File: config.mk
export PLATFORM = sky130hd
export DESIGN_NAME = dual_space_access
export DESIGN_NICKNAME = d
export VERILOG_FILES = /design/src/include/dual_space_pkg.sv /design/src/include/agu_if.sv /design/src/address_generator.sv /design/src/dual_space_access.sv
export SDC_FILE = /design/constraint.sdc
export NUM_CORES = 1
export LEC_CHECK = 0
export BUFFER_PORTS_ARGS = -buffer_cell sky130_fd_sc_hd__buf_2
export CORE_MARGIN = 2
export CORE_UTILIZATION = 57
export CTS_CLUSTER_SIZE = 40
export DETAILED_ROUTE_END_ITERATION = 10
export PLACE_DENSITY = 0.87
export SYNTH_ARGS = -nofsm -noshare
export SYNTH_HDL_FRONTEND = slang
export SYNTH_SLANG_ARGS = --single-unit
File: constraint.sdc
create_clock -name i_mclk -period 2.9 [get_ports i_mclk]
set_input_delay 0.435 -clock i_mclk [delete_from_list [all_inputs] [get_ports i_mclk]]
set_output_delay 0.435 -clock i_mclk [all_outputs]
set_load 0.01 [all_outputs]
File: src/include/dual_space_pkg.sv
// Purpose: Shared constants and types for the dual data space access paths.
// Assumes: 16-bit data words, byte-free word addressing of the data space.
// Notes:   Boundary and sizes are per-variant elaboration constants.
package dual_space_pkg;
	localparam int unsigned DATA_W      = 16;
	localparam int unsigned ADDR_W      = 16;
	localparam logic [15:0] Y_BASE_DEF  = 16'h1000;
	localparam logic [15:0] Y_END_DEF   = 16'h1FFF;
	localparam logic [15:0] RESET_ADDR  = 16'h0000;
	localparam logic [15:0] RESET_DATA  = 16'h0000;

	typedef enum logic [1:0] {
		AM_LINEAR  = 2'h0,
		AM_MODULO  = 2'h1,
		AM_BITREV  = 2'h3
	} addr_mode_t;

	typedef enum logic [1:0] {
		ST_IDLE    = 2'h0,
		ST_ACCESS  = 2'h1,
		ST_RESP    = 2'h3
	} path_state_t;
endpackage

File: src/include/agu_if.sv
// Purpose: Carrier between the top and one address generator instance.
// Assumes: Single clock domain.
// Notes:   Modulo window given as start and end, inclusive.
`timescale 1ns/1ps
interface agu_if;
	import dual_space_pkg::*;
	logic        [15:0] base;
	logic        [15:0] offset;
	logic        [15:0] mod_start;
	logic        [15:0] mod_end;
	addr_mode_t         mode;
	logic        [15:0] ea;
	modport gen (input base, offset, mod_start, mod_end, mode, output ea);
	modport use_side (output base, offset, mod_start, mod_end, mode, input ea);
endinterface

File: src/address_generator.sv
// Purpose: Effective address computation for one data path.
// Assumes: Offsets are word steps; modulo window is nonempty.
// Notes:   Bit-reverse works on the low REV_W bits of the base.
`timescale 1ns/1ps
module address_generator
	import dual_space_pkg::*;
#(
	parameter bit          HAS_MODULO = 1'b1,
	parameter bit          HAS_BITREV = 1'b1,
	parameter int unsigned REV_W      = 8
) (
	agu_if.gen agu
);
	// The reversal must stay inside the 16-bit word
	if (REV_W < 1 || REV_W > 16) begin
		$error("address_generator: REV_W out of range");
	end

	logic [15:0] sum;
	logic [15:0] rev;
	logic [15:0] wrapped;

	always_comb begin
		sum = 16'(agu.base + agu.offset);
		rev = agu.base;
		for (int i = 0; i < REV_W; i++) begin
			rev[i] = agu.base[REV_W - 1 - i];
		end
		// Wrap past either end of the circular window
		if (sum > agu.mod_end) begin
			wrapped = 16'(sum - agu.mod_end + agu.mod_start - 16'h0001);
		end else if (sum < agu.mod_start) begin
			wrapped = 16'(agu.mod_end - (agu.mod_start - sum) + 16'h0001);
		end else begin
			wrapped = sum;
		end
		case (agu.mode)
			AM_MODULO: agu.ea = HAS_MODULO ? wrapped : sum;
			AM_BITREV: agu.ea = HAS_BITREV ? rev : sum;
			default:   agu.ea = sum;
		endcase
	end
endmodule

File: src/dual_space_access.sv
// Purpose: X/Y data space routing with two address generators.
// Assumes: RAM answers reads combinationally in the cycle of the read strobe.
// Notes:   X/Y boundary is fixed by parameters; nothing writable moves it.
//          An out-of-region Y operand costs one extra cycle on the X read bus.
//          Requests that arrive while an access is in flight are ignored.
//
// Summary of operation
// - Separate X/Y for dual ops, unified otherwise.
// - Two address generators, two data paths.
// - X serves every instruction and mode.
// - X has separate read and write buses.
// - X read carries unified reads, out-of-region Y reads.
// - Y read only with X in dual ops.
// - Modulo addressing on X and Y.
// - Bit-reverse only on X writes.
// - Reduced variant drops modulo and bit-reverse.
// - All writes use unified linear space.
// - X/Y boundary fixed per variant.
`timescale 1ns/1ps
module dual_space_access
	import dual_space_pkg::*;
#(
	parameter logic [15:0] Y_BASE  = Y_BASE_DEF,
	parameter logic [15:0] Y_END   = Y_END_DEF,
	parameter bit          DSP_VAR = 1'b1
) (
	input  wire logic        i_mclk,
	input  wire logic        i_rst_n,
	input  wire logic        i_ce,
	input  wire logic        i_req,
	input  wire logic        i_dual,
	input  wire logic        i_wr,
	input  wire logic [15:0] i_x_base,
	input  wire logic [15:0] i_x_offset,
	input  wire logic [1:0]  i_x_mode,
	input  wire logic [15:0] i_y_base,
	input  wire logic [15:0] i_y_offset,
	input  wire logic [1:0]  i_y_mode,
	input  wire logic [15:0] i_mod_start,
	input  wire logic [15:0] i_mod_end,
	input  wire logic [15:0] i_wdata,
	input  wire logic [15:0] i_x_rdata,
	input  wire logic [15:0] i_y_rdata,
	output logic             o_x_rd,
	output logic      [15:0] o_x_raddr,
	output logic             o_x_wr,
	output logic      [15:0] o_x_waddr,
	output logic      [15:0] o_x_wdata,
	output logic             o_y_rd,
	output logic      [15:0] o_y_raddr,
	output logic             o_valid,
	output logic      [15:0] o_x_data,
	output logic      [15:0] o_y_data
);
	// Boundary is fixed at elaboration so nothing writable can move it
	if (Y_BASE > Y_END) begin
		$error("dual_space_access: Y region is empty");
	end
	if (Y_BASE == 16'h0000 && Y_END == 16'hFFFF) begin
		$error("dual_space_access: no room left for the X region");
	end

	agu_if x_agu ();
	agu_if y_agu ();

	address_generator #(
		.HAS_MODULO (DSP_VAR),
		.HAS_BITREV (DSP_VAR),
		.REV_W      (8)
	) u_x_gen (
		.agu (x_agu.gen)
	);

	address_generator #(
		.HAS_MODULO (DSP_VAR),
		.HAS_BITREV (1'b0),
		.REV_W      (8)
	) u_y_gen (
		.agu (y_agu.gen)
	);

	addr_mode_t x_mode_sel;
	addr_mode_t y_mode_sel;
	logic       y_in_region;

	// The spare mode code runs as linear instead of being refused
	always_comb begin
		case (i_x_mode)
			AM_MODULO: x_mode_sel = AM_MODULO;
			// Bit-reverse is a write-only mode; reads fall back to linear
			AM_BITREV: x_mode_sel = i_wr ? AM_BITREV : AM_LINEAR;
			default:   x_mode_sel = AM_LINEAR;
		endcase
		case (i_y_mode)
			AM_MODULO: y_mode_sel = AM_MODULO;
			default:   y_mode_sel = AM_LINEAR;
		endcase
	end

	always_comb begin
		x_agu.base      = i_x_base;
		x_agu.offset    = i_x_offset;
		x_agu.mod_start = i_mod_start;
		x_agu.mod_end   = i_mod_end;
		x_agu.mode      = x_mode_sel;
		y_agu.base      = i_y_base;
		y_agu.offset    = i_y_offset;
		y_agu.mod_start = i_mod_start;
		y_agu.mod_end   = i_mod_end;
		y_agu.mode      = y_mode_sel;
	end

	path_state_t state_q, state_d;
	logic        y_pend_q, y_pend_d;
	logic        y_via_x_q, y_via_x_d;
	logic [15:0] y_alt_q, y_alt_d;

	logic        x_wr_q, x_wr_d;
	logic [15:0] x_waddr_q, x_waddr_d;
	logic [15:0] x_wdata_q, x_wdata_d;

	logic        x_rd_q, x_rd_d;
	logic [15:0] x_raddr_q, x_raddr_d;
	logic        y_rd_q, y_rd_d;
	logic [15:0] y_raddr_q, y_raddr_d;

	logic        valid_q, valid_d;
	logic [15:0] x_data_q, x_data_d;
	logic [15:0] y_data_q, y_data_d;

	logic        take;
	logic        take_wr;
	logic        take_rd;
	logic        take_y_rd;
	logic        take_y_alt;

	// Request decode, shared by the control, write and read-strobe groups below
	always_comb begin
		y_in_region = (y_agu.ea >= Y_BASE) && (y_agu.ea <= Y_END);
		take        = (state_q == ST_IDLE) && i_req;
		take_wr     = take && i_wr;
		take_rd     = take && !i_wr;
		take_y_rd   = take_rd && i_dual && y_in_region;
		take_y_alt  = take_rd && i_dual && !y_in_region;
	end

	// Request control: which step of an access the block is in
	always_comb begin
		state_d   = state_q;
		y_pend_d  = y_pend_q;
		y_via_x_d = y_via_x_q;
		y_alt_d   = y_alt_q;
		case (state_q)
			ST_IDLE: begin
				if (take_wr) begin
					state_d = ST_RESP;
				end else if (take_rd) begin
					y_pend_d  = i_dual;
					y_via_x_d = take_y_alt;
					// Capture the Y address now; request inputs may move on
					y_alt_d   = y_agu.ea;
					state_d   = ST_ACCESS;
				end
			end
			ST_ACCESS: begin
				// Only the out-of-region case needs the extra step
				if (y_via_x_q) begin
					state_d = ST_RESP;
				end else begin
					state_d = ST_IDLE;
				end
			end
			ST_RESP: begin
				y_via_x_d = 1'b0;
				state_d   = ST_IDLE;
			end
			default: begin
				state_d = ST_IDLE;
			end
		endcase
	end

	always_ff @(posedge i_mclk or negedge i_rst_n) begin
		if (!i_rst_n) begin
			state_q   <= ST_IDLE;
			y_pend_q  <= 1'b0;
			y_via_x_q <= 1'b0;
			y_alt_q   <= RESET_ADDR;
		end else if (i_ce) begin
			state_q   <= state_d;
			y_pend_q  <= y_pend_d;
			y_via_x_q <= y_via_x_d;
			y_alt_q   <= y_alt_d;
		end
	end

	// X write path: its own bus, never shared with the read strobes
	always_comb begin
		x_wr_d    = 1'b0;
		x_waddr_d = x_waddr_q;
		x_wdata_d = x_wdata_q;
		if (take_wr) begin
			// Writes always land in the unified space through X
			x_wr_d    = 1'b1;
			x_waddr_d = x_agu.ea;
			x_wdata_d = i_wdata;
		end
	end

	always_ff @(posedge i_mclk or negedge i_rst_n) begin
		if (!i_rst_n) begin
			x_wr_q    <= 1'b0;
			x_waddr_q <= RESET_ADDR;
			x_wdata_q <= RESET_DATA;
		end else if (i_ce) begin
			x_wr_q    <= x_wr_d;
			x_waddr_q <= x_waddr_d;
			x_wdata_q <= x_wdata_d;
		end
	end

	// Read strobes for both paths
	always_comb begin
		x_rd_d    = 1'b0;
		x_raddr_d = x_raddr_q;
		y_rd_d    = 1'b0;
		y_raddr_d = y_raddr_q;
		if (take_rd) begin
			x_rd_d    = 1'b1;
			x_raddr_d = x_agu.ea;
		end else if (state_q == ST_ACCESS && y_via_x_q) begin
			// Out-of-region Y operand costs a second X read
			x_rd_d    = 1'b1;
			x_raddr_d = y_alt_q;
		end
		if (take_y_rd) begin
			y_rd_d    = 1'b1;
			y_raddr_d = y_agu.ea;
		end
	end

	always_ff @(posedge i_mclk or negedge i_rst_n) begin
		if (!i_rst_n) begin
			x_rd_q    <= 1'b0;
			x_raddr_q <= RESET_ADDR;
			y_rd_q    <= 1'b0;
			y_raddr_q <= RESET_ADDR;
		end else if (i_ce) begin
			x_rd_q    <= x_rd_d;
			x_raddr_q <= x_raddr_d;
			y_rd_q    <= y_rd_d;
			y_raddr_q <= y_raddr_d;
		end
	end

	// Operand capture: RAM data is due in the same cycle as its strobe
	always_comb begin
		valid_d  = 1'b0;
		x_data_d = x_data_q;
		y_data_d = y_data_q;
		case (state_q)
			ST_ACCESS: begin
				x_data_d = i_x_rdata;
				if (!y_via_x_q) begin
					// A single-operand read reports zero for the Y operand
					y_data_d = y_pend_q ? i_y_rdata : RESET_DATA;
					valid_d  = 1'b1;
				end
			end
			ST_RESP: begin
				if (y_via_x_q) begin
					y_data_d = i_x_rdata;
				end
				valid_d = 1'b1;
			end
			default: begin
				valid_d = 1'b0;
			end
		endcase
	end

	always_ff @(posedge i_mclk or negedge i_rst_n) begin
		if (!i_rst_n) begin
			valid_q  <= 1'b0;
			x_data_q <= RESET_DATA;
			y_data_q <= RESET_DATA;
		end else if (i_ce) begin
			valid_q  <= valid_d;
			x_data_q <= x_data_d;
			y_data_q <= y_data_d;
		end
	end

	assign o_x_rd    = x_rd_q;
	assign o_x_raddr = x_raddr_q;
	assign o_x_wr    = x_wr_q;
	assign o_x_waddr = x_waddr_q;
	assign o_x_wdata = x_wdata_q;
	assign o_y_rd    = y_rd_q;
	assign o_y_raddr = y_raddr_q;
	assign o_valid   = valid_q;
	assign o_x_data  = x_data_q;
	assign o_y_data  = y_data_q;
endmodule

==> run summary, run 1 <==
The die width is 150 um. The tool reported: "[ERROR GRT-0116] Global routing finished with congestion. Check the congestion regions in the DRC Viewer". Ranked by total cell area, the synthesized netlist is headed by sky130_fd_sc_hd__dfrtp_1, sky130_fd_sc_hd__ha_1, sky130_fd_sc_hd__fa_1.

Routability-driven placement finished with a final weighted congestion of 1.03. The die span in y was 150 um. The top cell type by total area after synthesis is sky130_fd_sc_hd__dfrtp_1.

Once placement finished, the instance area stood at 0.0170 mm^2. The post-synthesis register bit count is 120. Detailed placement ended at an HPWL of 41500 um. The initial standard-cell utilization of the core is 58.0%, and the combined global-route utilization of all metal layers is 82.9%. The number of H-tree levels came out at 4. The total overflow left after global routing is 399. The run stopped with a tool error.

In this run, synthesis inferred 0 flip-flops with an integrated enable. Counting flops with an async set or reset pin after synthesis yields a share of 100%. The clock net in this run drives a total of 120 sinks. The tools report the last flow stage reached as global routing (5_1_grt). The total nets after synthesis was 1747; the number of global-route vias before repair was 20600.

During synthesis, Yosys emitted a total of 0 warnings. The logs give 17 for the total clock buffers created by CTS and 0.0122 mm^2 for the synthesized area. The most used flip-flop cell after synthesis is sky130_fd_sc_hd__dfrtp_1. The fraction of synthesized cell area taken by the top area cell type is 24.7%, and the number of top-level design ports is 254. Clock tree synthesis selected as its root buffer the cell sky130_fd_sc_hd__clkbuf_16.

In this run, distinct cell masters in the synthesized netlist total 76. In this run, placement finished with an instance count of 2245. The initialized floorplan defines 53 standard-cell rows. The first global-routing pass estimated 136000 um of wire. The number of buffers between clock root and the deepest sink is 2, and the mean post-synth cell area is 8.81 um^2. Number of buffers added on ports: 253. The logs give 24.7% for the fraction of the yosys area taken by sequential cells and 1381 for the synthesized instance count. Entering global routing, the biggest net connects 56 pins.
[through the flow]
step                      worst slack, ns  util (%)  setup TNS (ns)
after floorplan                     -1.76         -          -87.51
after global placement              -2.19      81.0         -123.89
after detailed placement            -2.31      81.0         -133.11
after CTS                           -1.69      90.8          -98.14
[metal layers]
metal | GRT overflow | GRT usage (%)
met1 | 7 | 78.0
met4 | 157 | 94.3
met5 | 0 | 39.1
met3 | 12 | 67.4
met2 | 223 | 98.9
[kinds of logic after synthesis]
logic type	synth area share (%)
and+or+nand+nor	15.3
DFF	24.7
adders and majority gates	25.8
AOI/OAI and AO/OA	21.2
buffers and inverters	3.69
muxes	3.61
xor gates and xnor gates	5.68
[repair_timing]
action / in CTS
gates resized for setup: 215
hold buffers: 0
pin swaps: 93
setup buffers: 44
endpoints found under the setup margin: 66
cloned: 3
[Yosys cell counts, types with 4 or more instances]
master / number
sky130_fd_sc_hd__a211oi_1: 15
sky130_fd_sc_hd__nand4_1: 11
sky130_fd_sc_hd__mux2_2: 23
sky130_fd_sc_hd__a22oi_1: 6
sky130_fd_sc_hd__or3_1: 9
sky130_fd_sc_hd__fa_1: 64
sky130_fd_sc_hd__a221oi_1: 7
sky130_fd_sc_hd__mux2i_1: 18
sky130_fd_sc_hd__o31ai_1: 10
sky130_fd_sc_hd__nand3b_1: 7
sky130_fd_sc_hd__nor2b_1: 11
sky130_fd_sc_hd__o22ai_1: 21
sky130_fd_sc_hd__clkbuf_1: 34
sky130_fd_sc_hd__a211o_1: 4
sky130_fd_sc_hd__nor3_1: 21
sky130_fd_sc_hd__o21a_1: 11
sky130_fd_sc_hd__a31oi_1: 29
sky130_fd_sc_hd__xor2_1: 30
sky130_fd_sc_hd__xnor2_1: 47
sky130_fd_sc_hd__inv_1: 76
sky130_fd_sc_hd__a21o_1: 39
sky130_fd_sc_hd__ha_1: 148
sky130_fd_sc_hd__and3_1: 9
sky130_fd_sc_hd__o211ai_1: 13
sky130_fd_sc_hd__a21oi_1: 112
sky130_fd_sc_hd__nand2b_1: 8
sky130_fd_sc_hd__or2_2: 5
sky130_fd_sc_hd__nor4_1: 5
sky130_fd_sc_hd__o21bai_1: 7
sky130_fd_sc_hd__nand2_1: 174
sky130_fd_sc_hd__and4_1: 4
sky130_fd_sc_hd__a21boi_0: 4
sky130_fd_sc_hd__nor2_1: 88
sky130_fd_sc_hd__o21ai_0: 95
sky130_fd_sc_hd__dfrtp_1: 120
sky130_fd_sc_hd__nand3_1: 31
sky130_fd_sc_hd__nor3b_1: 4
==> inputs of run 2 (changes only) <==
- CORE_UTILIZATION: 57 -> 40
- CTS_CLUSTER_SIZE: 40 -> not set
- PLACE_DENSITY: 0.87 -> not set
- PLACE_DENSITY_LB_ADDON: not set -> 0.15
==> run 2 against run 1 <==
Effect of this change:
- the flow now finishes, with violations (setup timing)
- synthesized area unchanged
- synthesized cell count unchanged
==> run summary, run 2 <==
The maximum number of pins on one net before global-route repair was 54. The mean post-synth cell area was 8.81 um^2 (unchanged). Routed wire length: 46300 um. Initial standard-cell utilization of the core: 40.8% (-17 points). Once layout is complete, the utilization of the core stands at 66.4%. The final setup violation count is 66. The clock sink count came out at 120 (unchanged). The tool flagged a number of max-cap violations equal to 0. The number of buffers between clock root and the deepest sink is 2 (unchanged), and the async set-or-reset flop fraction in the synthesized netlist is 100% (unchanged). The finished layout holds 2469 standard cells, fillers aside. The overall via count from detail_route is 13200. Timing would allow up to 212 MHz. The DRC marker count from the first detailed-route iteration came out at 806.

Of all cell types, the one taking the most synthesized area is sky130_fd_sc_hd__dfrtp_1. The fraction of synthesized cell area taken by the top area cell type came out at 24.7% (unchanged). The number of buffers added on ports works out to 253 (unchanged). Of the total power, the share spent switching nets is 43.2%. The most used flip-flop cell after synthesis is sky130_fd_sc_hd__dfrtp_1. The share of total power dissipated in combinational logic is 69.1%. The total clock buffers created by CTS is 17 (unchanged), and the row count is 63 (+19%). The largest fanout on the critical path was 13. The final reports fail on setup timing. The share of layout cells above drive strength 1 came out at 48.5%. For this run, the slowest stage of the critical path takes 0.51 ns. The tightest hold path in the finished design has a slack of 0.0670 ns. The multi-input combinational cells in the finished layout cover a total of 0.0104 mm^2. Minimum period implied by the final worst setup slack: 4.73 ns. Power spread over the standard cell area amounts to 811 mW/mm^2. The tools report the internal power as 9.10 mW.

The standard cell with the maximum stage delay on the critical path is sky130_fd_sc_hd__fa_1. By area the synthesized netlist is led by sky130_fd_sc_hd__dfrtp_1, sky130_fd_sc_hd__ha_1, sky130_fd_sc_hd__fa_1. Global routing used 28.7% of the available tracks across all layers. The worst max-slew margin expressed relative to the limit was 42.4%. The critical path start-end classification is primary input to flip-flop.

The path class of the tightest hold or removal check is primary input to asynchronous set/reset pin. The tools report the maximum VDD drop as 0.000534 V. After floorplanning, the core was sized to cover 0.0298 mm^2. The die covers 0.0318 mm^2. The clock-pin transition on the worst setup and hold timing paths was 0.06 ns. Warning count from the yosys run: 0 (unchanged).

Fill cells in the final layout number 2450. For this run, design rule violations remaining after detail routing come to 0. Per report_power, the sequential group accounts for 18.0% of the total.

Setup repair after global routing could not meet its margin everywhere. The max-slew violation total from the final report was 0. The HPWL reported at the end of detailed placement was 37600 um (-9.3%); the die width was 178 um (+19%). STA classifies the critical path endpoint as a flip-flop. In the layout the commonest cells are sky130_fd_sc_hd__buf_4, sky130_fd_sc_hd__buf_2, sky130_fd_sc_hd__nand2_1. The number of routed nets with antenna violations was 0; the routed length per instance was 18.7 um.

Most frequent cell after synthesis: sky130_fd_sc_hd__nand2_1. The die span in y was 178 um (+19%). The area growth from synthesis to layout was 62.6%. Per report_power, the clock group accounts for 12.9% of the total. The tools report the number of top-level design ports as 254 (unchanged). The number of synthesized flops with an enable pin is 0 (unchanged). In the finished design, the share of the clock period the worst path needs comes to 163%. The tools report the synthesized instance count as 1381 (unchanged). The hold violation total from the final report came out at 0. The first global-routing pass estimated 70600 um of wire. The first detailed-routing pass ran for 5 iterations. STA classifies the critical path startpoint as a primary input. The post-route worst setup slack is -1.83 ns, and the worst setup slack before clock tree synthesis is -2.34 ns (-0.0209 ns).

The tree is rooted in a sky130_fd_sc_hd__clkbuf_16. The commonest cells after synthesis are sky130_fd_sc_hd__nand2_1, sky130_fd_sc_hd__ha_1, sky130_fd_sc_hd__dfrtp_1. The post-synthesis register bit count came out at 120 (unchanged). Walking the worst path, the cells encountered are buf_6 > ha_4 > fa_2 > a21oi_4 > buf_6 > o211ai_1 > buf_4 > a21oi_4 > xnor2_2 > fa_1 > ha_4 > a21o_1 > maj3_2 > a32oi_1 > o211ai_1 > o31ai_2 > mux2i_1 > a21oi_2 > xor2_2 > nor3_4 > buf_12 > mux2_4.

The number of nets in the layout is 2432, and the fraction of the yosys area taken by sequential cells is 24.7% (unchanged). In this run the critical register-to-register path is captured at o_x_raddr[9]. The number of H-tree levels is 4 (unchanged), and the slew at the pin closest to its max-slew limit is 0.861 ns. For the final database, setup skew stands at 0.00825 ns. The logs give 3.20 ns for the required arrival time at the worst endpoint and 0 for the number of diodes added for antenna fixing. The count of different cell masters after synthesis came out at 76 (unchanged). The synthesized area is 0.0122 mm^2 (unchanged), and the number of global-route vias before repair is 13400.

The cell count of the worst reg-to-reg path is 8. The most common library cell in the layout ignoring fill and taps is sky130_fd_sc_hd__buf_4. The tools report the final global-route overflow total as 0. For the total nets after synthesis, the log shows 1747 (unchanged). The run finished, with violations left. In the final layout, flip-flops and latches occupy 0.00300 mm^2.

The global placement routability congestion was 0.923 (-11%); the reported leakage power was 9.60 nW. The vias per cell was 5.36; the reported net switching power was 6.93 mW. For the total power, the log shows 16.0 mW. The arrival time of the worst setup path was 5.03 ns.

The run gives 0 (unchanged) as the number of hold buffers added after CTS. Worst reg-to-reg setup slack: 0.33 ns. Cell total after placement: 2386 (+6.3%). TritonCTS built the clock tree.

The clock latency of the later-clocked register in the worst-skew pair was 0.41 ns. The initial antenna violation count came out at 0. Startpoint of the most critical register-to-register path: state_q[0].
-- run 2: critical path, delay by kind of cell --
kind | cells | cell delay (ns)
fa+ha+maj | 5 | 1.62
simple gates | 1 | 0.15
buf+inv | 4 | 0.55
compound gates | 8 | 1.35
mux | 2 | 0.57
xor+xnor | 2 | 0.33
-- run 2: worst max path at each step --
stage / end / slack (ns) / cells past startpoint / startpoint
after floorplan: o_y_raddr[2] / -1.76 / 18 / i_y_base[0]
after global placement: o_y_raddr[9] / -2.24 / 22 / i_y_base[0]
after detailed placement: o_y_raddr[9] / -2.34 / 19 / i_y_base[0]
after CTS: o_y_raddr[9] / -1.78 / 22 / i_y_base[0]
after global routing: o_y_raddr[9] / -2.01 / 22 / i_y_base[0]
final: o_y_raddr[9] / -1.83 / 22 / i_y_base[0]
-- run 2: metal layers --
metal  vias up  track usage (%)  wire [um]
li1       6334                -          -
met1      6338             36.9      19700
met2       463             49.4      22700
met3        95             3.73       2570
met4         0             10.1       1300
met5         -                0          0
-- run 2: timing repair --
action,4_1_cts,5_1_grt
setup endpoints to repair,66,66
buffers inserted,40,27
pin swaps,82,88
gates resized for setup,171,130
gates cloned,2,0
-- run 2: power groups by stage --
stage	logic, mW	clock network [mW]	registers, mW
2_1_floorplan	4.94	0	3.10
3_3_place_gp	9.10	0	2.88
3_5_place_dp	9.23	0	2.91
4_1_cts	10.3	2.09	2.88
5_1_grt	12.0	2.16	2.97
6_report	11.1	2.06	2.89
-- run 2: logic make-up after synthesis --
group	Yosys count	share of synthesized area [%]
AOI/OAI and AO/OA	411	21.2
xor gates and xnor gates	78	5.68
adders and majority gates	213	25.8
buffers and inverters	116	3.69
DFF	120	24.7
muxes	41	3.61
and+or+nand+nor	402	15.3
-- run 2: cell type report --
class,count,area share [%]
Clock buffer,18,2.22
Clock inverter,14,0.715
Inverter,76,1.46
Multi-Input combinational cell,1145,52.8
Sequential cell,120,15.2
Tap cell,390,2.47
Timing Repair Buffer,706,25.1
-- run 2: through the flow --
step | setup TNS [ns] | instance area [um^2]
6_report | -97.97 | 19800
5_1_grt | -107.69 | 19800
4_1_cts | -95.86 | 19000
3_5_place_dp | -131.81 | 17300
3_3_place_gp | -129.23 | 17300
2_1_floorplan | -87.51 | 12700
No activity file was read; power rests on OpenSTA's default activity.
==> inputs of run 3 (changes only) <==
- CORE_UTILIZATION: 40 -> 45
==> run 3 against run 2 <==
Effect of this change:
- the flow still finishes with violations (setup timing)
- sequential share of layout area increased by 0.14 points
- non-clock buffer count decreased by 16
- clock skew decreased by 0.00087 ns
- largest cell class unchanged
- clock power increased by 2%
- worst setup slack improved by 0.11 ns
- first-iteration DRC count increased by 8.2%
==> run summary, run 3 (same netlist as run 2, synthesis figures left out) <==
The die outline area was 0.0284 mm^2 (-11%); the switching portion of total power was 43.2% (-0.097 points). The clock latency of the later-clocked register in the worst-skew pair was 0.41 ns (about the same). TritonCTS built the clock tree. The logs give 0 (unchanged) for the number of hold buffers added after CTS and 68.8% (-0.3 points) for the combinational share of power. Setup repair after global routing could not meet its margin everywhere. The clock-pin transition on the worst setup and hold timing paths is 0.06 ns (about the same).

The reported net switching power is 6.90 mW (-0.46%). The routed length per instance is 18.8 um (+0.48%), and the share of layout cells above drive strength 1 is 48.6% (about the same). Share of power burned in registers: 18.1% (about the same).

Cell count of the worst reg-to-reg path: 7 (-1). Overall via count from detail_route: 13300 (+0.48%). Relative to the synthesized area, the layout overhead comes to 61.1%.

The final reports fail on setup timing. The final setup violation count is 66 (unchanged). The row count came out at 60 (-4.8%). The number of global-route vias before repair came out at 13100 (-1.9%). The tools report the maximum number of pins on one net before global-route repair as 47 (-13%). The worst hold path belongs to the class primary input to asynchronous set/reset pin. The tools report the total clock buffers created by CTS as 17 (unchanged).

The run gives 0 (unchanged) as the number of diodes added for antenna fixing. The post-route worst setup slack is -1.72 ns (+0.106 ns), and the slew at the pin closest to its max-slew limit is 1.05 ns (+0.192 ns). The worst setup slack before clock tree synthesis was -2.36 ns (-0.0197 ns); the hold violation total from the final report was 0 (unchanged). The highest achievable clock rate was 216 MHz (+2.3%); the minimum period implied by the final worst setup slack was 4.62 ns (-0.106 ns). The global placement routability congestion is 0.976 (+5.7%). For the area of placed instances, the log shows 0.0171 mm^2 (-1.2%).

The logs give 120 (unchanged) for the clock sink count and 69600 um (-1.4%) for the global-route wire length before repair. In this run the critical register-to-register path is captured at o_x_raddr[7]. The routed wire length is 45300 um (-2.2%), and the met2 global-route usage is 54.9% (+5.5 points).

The number of H-tree levels is 4 (unchanged). The area of all placed cells without fillers was 0.0196 mm^2 (-0.91%); the share of total power in the clock network was 13.2% (+0.3 points). The reported leakage power is 9.52 nW (-0.87%), and the global-route met3 utilization is 2.56% (-1.2 points).

In this run the critical register-to-register path is launched from state_q[0]. The HPWL reported at the end of detailed placement was 36300 um (-3.6%); the number of routed nets with antenna violations was 0 (unchanged). The final core utilization is 73.3% (+6.9 points), and the die span in y is 168 um (-5.6%). The initial antenna violation count is 0 (unchanged). By startpoint and endpoint, the worst setup path is classified as primary input to flip-flop.

Vias per cell: 5.53 (+3.2%). The filler cell count was 2033 (-17%). The die width came out at 168 um (-5.6%). In this run the worst setup path begins at i_x_base[0]. The required arrival time at the worst endpoint is 3.24 ns (+0.04 ns), and the final worst clock skew is 0.00738 ns (-0.000874 ns).

The worst setup path is launched from a primary input. The most common library cell in the layout ignoring fill and taps was sky130_fd_sc_hd__buf_4. The combined global-route utilization of all metal layers came out at 31.0% (+2.4 points). The number of nets in the layout is 2416 (-0.66%), and the power density over cell area is 816 mW/mm^2 (+0.68%). The tools report the worst reg-to-reg setup slack as 0.34 ns (about the same). The number of buffers between clock root and the deepest sink is 2 (unchanged), and the hold slack is 0.0204 ns (-0.0466 ns).

The met1 track utilization from global routing was 40.8% (+3.9 points). The number of top-level design ports came out at 254 (unchanged). The tools report the DRC marker count from the first detailed-route iteration as 872 (+8.2%).

The largest fanout on the critical path works out to 5 (-8). The run finished, with violations left. The logs give 16.0 mW (-0.24%) for the total power and 5 (unchanged) for the count of TritonRoute iterations in the first routing pass. The max-slew violation total from the final report came out at 0 (unchanged). The arrival time of the worst setup path is 4.96 ns (-0.07 ns), and the initial standard-cell utilization of the core is 45.5% (+4.7 points).

met2 is the most crowded layer. The remaining design rule violation count was 0 (unchanged). The core outline area is 0.0267 mm^2 (-10%), and the max-cap violation count is 0 (unchanged). The share of the clock period used by the worst path came out at 159% (-3.6 points). In the layout the commonest cells are sky130_fd_sc_hd__buf_4, sky130_fd_sc_hd__buf_2, sky130_fd_sc_hd__nand2_1. The tools report the internal power as 9.09 mW (about the same).

The root buffer cell chosen for the clock tree is sky130_fd_sc_hd__clkbuf_16. The number of buffers added on ports is 253 (unchanged). For the worst max-slew margin expressed relative to the limit, the log shows 29.8% (-13 points). STA classifies the critical path endpoint as a flip-flop. The tools report the final global-route overflow total as 0 (unchanged). Maximum VDD drop: 0.000494 V (-7.5%).
[run 3: worst max-delay path, cell delays in order]
cell and delay [ns]:
sky130_fd_sc_hd__buf_8 0.10, sky130_fd_sc_hd__ha_4 0.15, sky130_fd_sc_hd__fa_2 0.35, sky130_fd_sc_hd__a21o_1 0.16, sky130_fd_sc_hd__a21o_1 0.18, sky130_fd_sc_hd__a21oi_2 0.18, sky130_fd_sc_hd__o21ai_2 0.09, sky130_fd_sc_hd__buf_4 0.15
sky130_fd_sc_hd__a221o_1 0.31, sky130_fd_sc_hd__a21o_1 0.18, sky130_fd_sc_hd__a21oi_2 0.17, sky130_fd_sc_hd__xnor2_2 0.15, sky130_fd_sc_hd__ha_1 0.33, sky130_fd_sc_hd__nand4_1 0.28, sky130_fd_sc_hd__buf_4 0.26, sky130_fd_sc_hd__o21ai_4 0.15
sky130_fd_sc_hd__a21oi_4 0.06, sky130_fd_sc_hd__buf_12 0.16, sky130_fd_sc_hd__buf_8 0.12, sky130_fd_sc_hd__mux2i_2 0.14, sky130_fd_sc_hd__a21oi_2 0.24, sky130_fd_sc_hd__a221oi_2 0.10, sky130_fd_sc_hd__or3_1 0.35, sky130_fd_sc_hd__a21oi_1 0.13
[run 3: how the worst max path moves through the flow]
stage / endpoint / slack, ns / depth (start not counted)
after floorplan: o_y_raddr[2] / -1.76 / 18
after global placement: o_y_raddr[2] / -2.25 / 22
after detailed placement: o_y_raddr[7] / -2.36 / 21
after CTS: o_y_raddr[7] / -1.70 / 20
after global routing: o_y_raddr[7] / -1.86 / 22
final: o_x_raddr[2] / -1.72 / 24
[run 3: metrics by stage]
stage,instances,TNS [ns]
floorplan,1381,-87.51
global placement,2321,-130.24
detailed placement,2321,-135.86
CTS,2391,-95.08
global route,2404,-107.66
finish,2404,-96.25
[run 3: area by class of cell]
type                    instances  area [um^2]  area share (%)
multi-input cells            1145        10400            53.3
repair buffers                690         4850            24.7
flip-flops and latches        120         3000            15.3
well taps                     341          427            2.18
clock buffers                  17          425            2.17
inverters                      76          285            1.46
clock inverters                15          169           0.862
[run 3: layer usage]
layer	vias to the layer above	wire length, um
met3	95	2210
met1	6430	19400
met4	0	1250
li1	6312	-
met5	-	0
met2	456	22500
[run 3: repair_timing]
action | 4_1_cts | 5_1_grt
gates cloned | 2 | 1
gates resized for setup | 191 | 126
pin swaps | 91 | 92
buffers inserted | 43 | 25
endpoints found under the setup margin | 66 | 66
[run 3: power groups by stage]
stage	registers [mW]	logic (mW)	clock network (mW)
final	2.89	11.0	2.11
after global routing	2.97	11.8	2.20
after CTS	2.88	10.1	2.12
after detailed placement	2.90	9.05	0
after global placement	2.87	8.88	0
after floorplan	3.10	4.94	0
==> inputs of run 4 (changes only) <==
- CAP_MARGIN: not set -> 10
- PLACE_DENSITY: not set -> 0.67
- PLACE_DENSITY_LB_ADDON: 0.15 -> not set
- clock period: 2.9 -> 4.25 ns (I/O delays scaled with it)
==> run 4 against run 3 <==
Effect of this change:
- the run ends with DRC, setup timing left
- final cell count is 0.87% lower
- clock skew up 0.0014 ns
- worst hold slack improved by 0.36 ns
- register-to-register slack better by 1.1 ns
- critical path depth shrank 3
- wire length grew 1.8%
- die area did not move
- total power decreased by 32%
- cell area fell by 2.1%
- via count increased by 1.5%
- highest routed layer unchanged
==> run summary, run 4 (same netlist as run 2, synthesis figures left out) <==
The run finished, with violations left. The checks that failed: DRC, setup timing. Most common library cell in the layout ignoring fill and taps: sky130_fd_sc_hd__buf_4.

The HPWL reported at the end of detailed placement came out at 36200 um (about the same). Clock-pin transition on the worst setup and hold timing paths: 0.06 ns (about the same). By startpoint and endpoint, the worst setup path is classified as primary input to flip-flop. Power density over cell area: 565 mW/mm^2 (-31%).

The number of hold buffers added after CTS was 0 (unchanged). For the final worst clock skew, the log shows 0.00880 ns (+0.00142 ns). The logs give 4.55 ns (+1.31 ns) for the required arrival time at the worst endpoint and 0.000271 V (-45%) for the maximum VDD drop.

The overall via count from detail_route was 13500 (+1.5%). The final global-route overflow total is 0 (unchanged). The endpoint identified for the worst register-to-register timing path is o_y_raddr[9].

The die width came out at 168 um (unchanged). The DRC marker count from the first detailed-route iteration came out at 898 (+3.0%). The reported leakage power is 9.39 nW (-1.4%). The global routing stage identified its most utilized layer as met2. The post-route worst setup slack is -0.709 ns (+1.01 ns), and the row count is 60 (unchanged). The number of global-route vias before repair was 13400 (+2.1%).

The met1 track utilization from global routing is 40.5% (-0.34 points), and the number of diodes added for antenna fixing is 0 (unchanged). The tools report the worst setup slack before clock tree synthesis as -1.28 ns (+1.07 ns). Routed wire length: 46100 um (+1.8%).

The share of the clock period used by the worst path was 117%; the total clock buffers created by CTS was 17 (unchanged). The number of H-tree levels was 4 (unchanged). Setup repair after global routing could not meet its margin everywhere. The max-slew violation total from the final report is 0 (unchanged), and the number of buffers between clock root and the deepest sink is 2 (unchanged). The number of buffers added on ports was 253 (unchanged); the final setup violation count was 64 (-3.0%).

The met2 global-route usage was 54.4% (-0.45 points); the vias per cell was 5.66 (+2.4%). For the die outline area, the log shows 0.0284 mm^2 (unchanged). The sort of element at the start of the critical path was a primary input. The initial antenna violation count came out at 0 (unchanged).

For the core outline area, the log shows 0.0267 mm^2 (unchanged). The maximum number of pins on one net before global-route repair was 80 (+70%). Leaving out fill and tap cells, the most frequent cells in the layout are sky130_fd_sc_hd__buf_4, sky130_fd_sc_hd__buf_2, sky130_fd_sc_hd__nand2_1.

For the worst reg-to-reg setup slack, the log shows 1.47 ns (+1.13 ns). Broken down by cell family, the worst path's largest delay share belongs to adder cells. The clock sink count was 120 (unchanged); the largest fanout on the critical path was 16 (+11). The type of the worst min-delay path was primary input to asynchronous set/reset pin.

The startpoint identified for the worst register-to-register timing path is state_q[0]. The path length in cells of the critical path is 21 (-13%). The run gives -33.20 ns (+63.05 ns) as the final setup TNS. The cell count of the worst reg-to-reg path is 8 (+1). The tree is rooted in a sky130_fd_sc_hd__clkbuf_16. The cell total after placement was 2289 (-1.4%).

TritonCTS built the clock tree. The tools report the final cell count without fillers as 2383 (-0.87%). Worst max-slew margin expressed relative to the limit: 25.7% (-4.1 points). The routed length per instance is 19.3 um (+2.7%), and the number of routed nets with antenna violations is 0 (unchanged). The share of layout cells above drive strength 1 is 45.4% (-3.2 points), and the buffers plus inverters on the worst setup path is 2 (-3). The hold slack was 0.377 ns (+0.357 ns); the slew at the pin closest to its max-slew limit was 1.11 ns (+0.0597 ns). For the final core utilization, the log shows 71.8% (-1.5 points). Stage delay of the slowest cell on the critical path: 0.61 ns (+0.26 ns). The run gives 70200 um (+0.90%) as the global-route wire length before repair. For the hold violation total from the final report, the log shows 0 (unchanged). The number of top-level design ports is 254 (unchanged). The logs give 1 (+1) for the remaining design rule violation count and 202 MHz for the highest achievable clock rate. The standard cell with the maximum stage delay on the critical path was sky130_fd_sc_hd__fa_2. The tools report the count of TritonRoute iterations in the first routing pass as 11 (+6).

The logs give 5.25 ns (+0.29 ns) for the arrival time of the worst setup path and 31.6% (+0.59 points) for the combined global-route utilization of all metal layers. The tools report the kind of end point of the critical path as a flip-flop. The number of nets in the layout was 2395 (-0.87%); the global-route met3 utilization was 4.28% (+1.7 points). For the finished layout, the period the worst path requires is 4.96 ns. The area growth from synthesis to layout came out at 57.8%. The tools report the global placement routability congestion as 0.932 (-4.5%). The max-cap violation count is 0 (unchanged).

Traced cell by cell, the critical path runs through buf_6 > ha_4 > fa_2 > a21oi_4 > o211ai_1 > nand4_1 > nand2_2 > xor2_4 > fa_2 > ha_4 > and3b_1 > a311o_1 > a311oi_4 > nor3_2 > xnor2_1 > nor2_1 > a221oi_2 > nand3_2 > nor3_4 > buf_12 > mux2_4. The tools report the initial standard-cell utilization of the core as 45.5% (unchanged). Clock latency of the later-clocked register in the worst-skew pair: 0.41 ns (about the same). The die span in y came out at 168 um (unchanged).
## run 4: changes by cell type in the layout (fill, tap and decap cells not counted), sizes merged
cell    delta
buf       -21
bufinv     +1
clkinv     -3
inv        +1
clkbuf     +1
## run 4: what timing repair did
item	CTS	global route
cloned	2	1
resized for setup	145	107
endpoints found under the hold margin	0	0
buffers inserted	33	35
setup endpoints to repair	65	66
pin swaps	60	68
## run 4: metal layers
metal | vias up | part of all wire, % | wire, um
li1 | 6260 | - | -
met1 | 6531 | 42 | 19200
met2 | 567 | 48 | 22300
met3 | 130 | 5.8 | 2650
met4 | 0 | 4.2 | 1930
met5 | - | 0 | 0
## run 4: report_power, final
| group | switching, mW | internal [mW] |
|---|---|---|
| combinational | 3.78 | 3.61 |
| sequential | 0.310 | 1.65 |
| clock | 0.567 | 0.938 |
| total | 4.65 | 6.20 |
## run 4: final cells by class
| cell class | instances | area [um^2] |
|---|---|---|
| multi-input cells | 1145 | 10100 |
| fillers | 1949 | 7540 |
| repair buffers | 669 | 4740 |
| flip-flops and latches | 120 | 3000 |
| clock buffers | 18 | 429 |
| well taps | 341 | 427 |
| inverters | 76 | 285 |
| clock inverters | 14 | 186 |
## run 4: how the worst max path moves through the flow
| stage | startpoint | end | slack (ns) |
|---|---|---|---|
| 2_1_floorplan | i_y_base[0] | o_y_raddr[2] | -0.61 |
| 3_3_place_gp | i_y_base[0] | o_y_raddr[9] | -1.12 |
| 3_5_place_dp | i_y_base[0] | o_y_raddr[9] | -1.28 |
| 4_1_cts | i_y_base[0] | o_y_raddr[7] | -0.59 |
| 5_1_grt | i_y_base[0] | o_y_raddr[0] | -0.91 |
| 6_report | i_y_base[0] | o_y_raddr[9] | -0.71 |
## run 4: metrics by stage
stage               cell area [um^2]  total power [mW]
CTS                            18500              10.3
global placement               16900              8.07
floorplan                      12600              5.46
finish                         19200              10.9
detailed placement             16900              8.22
global route                   19200              11.5
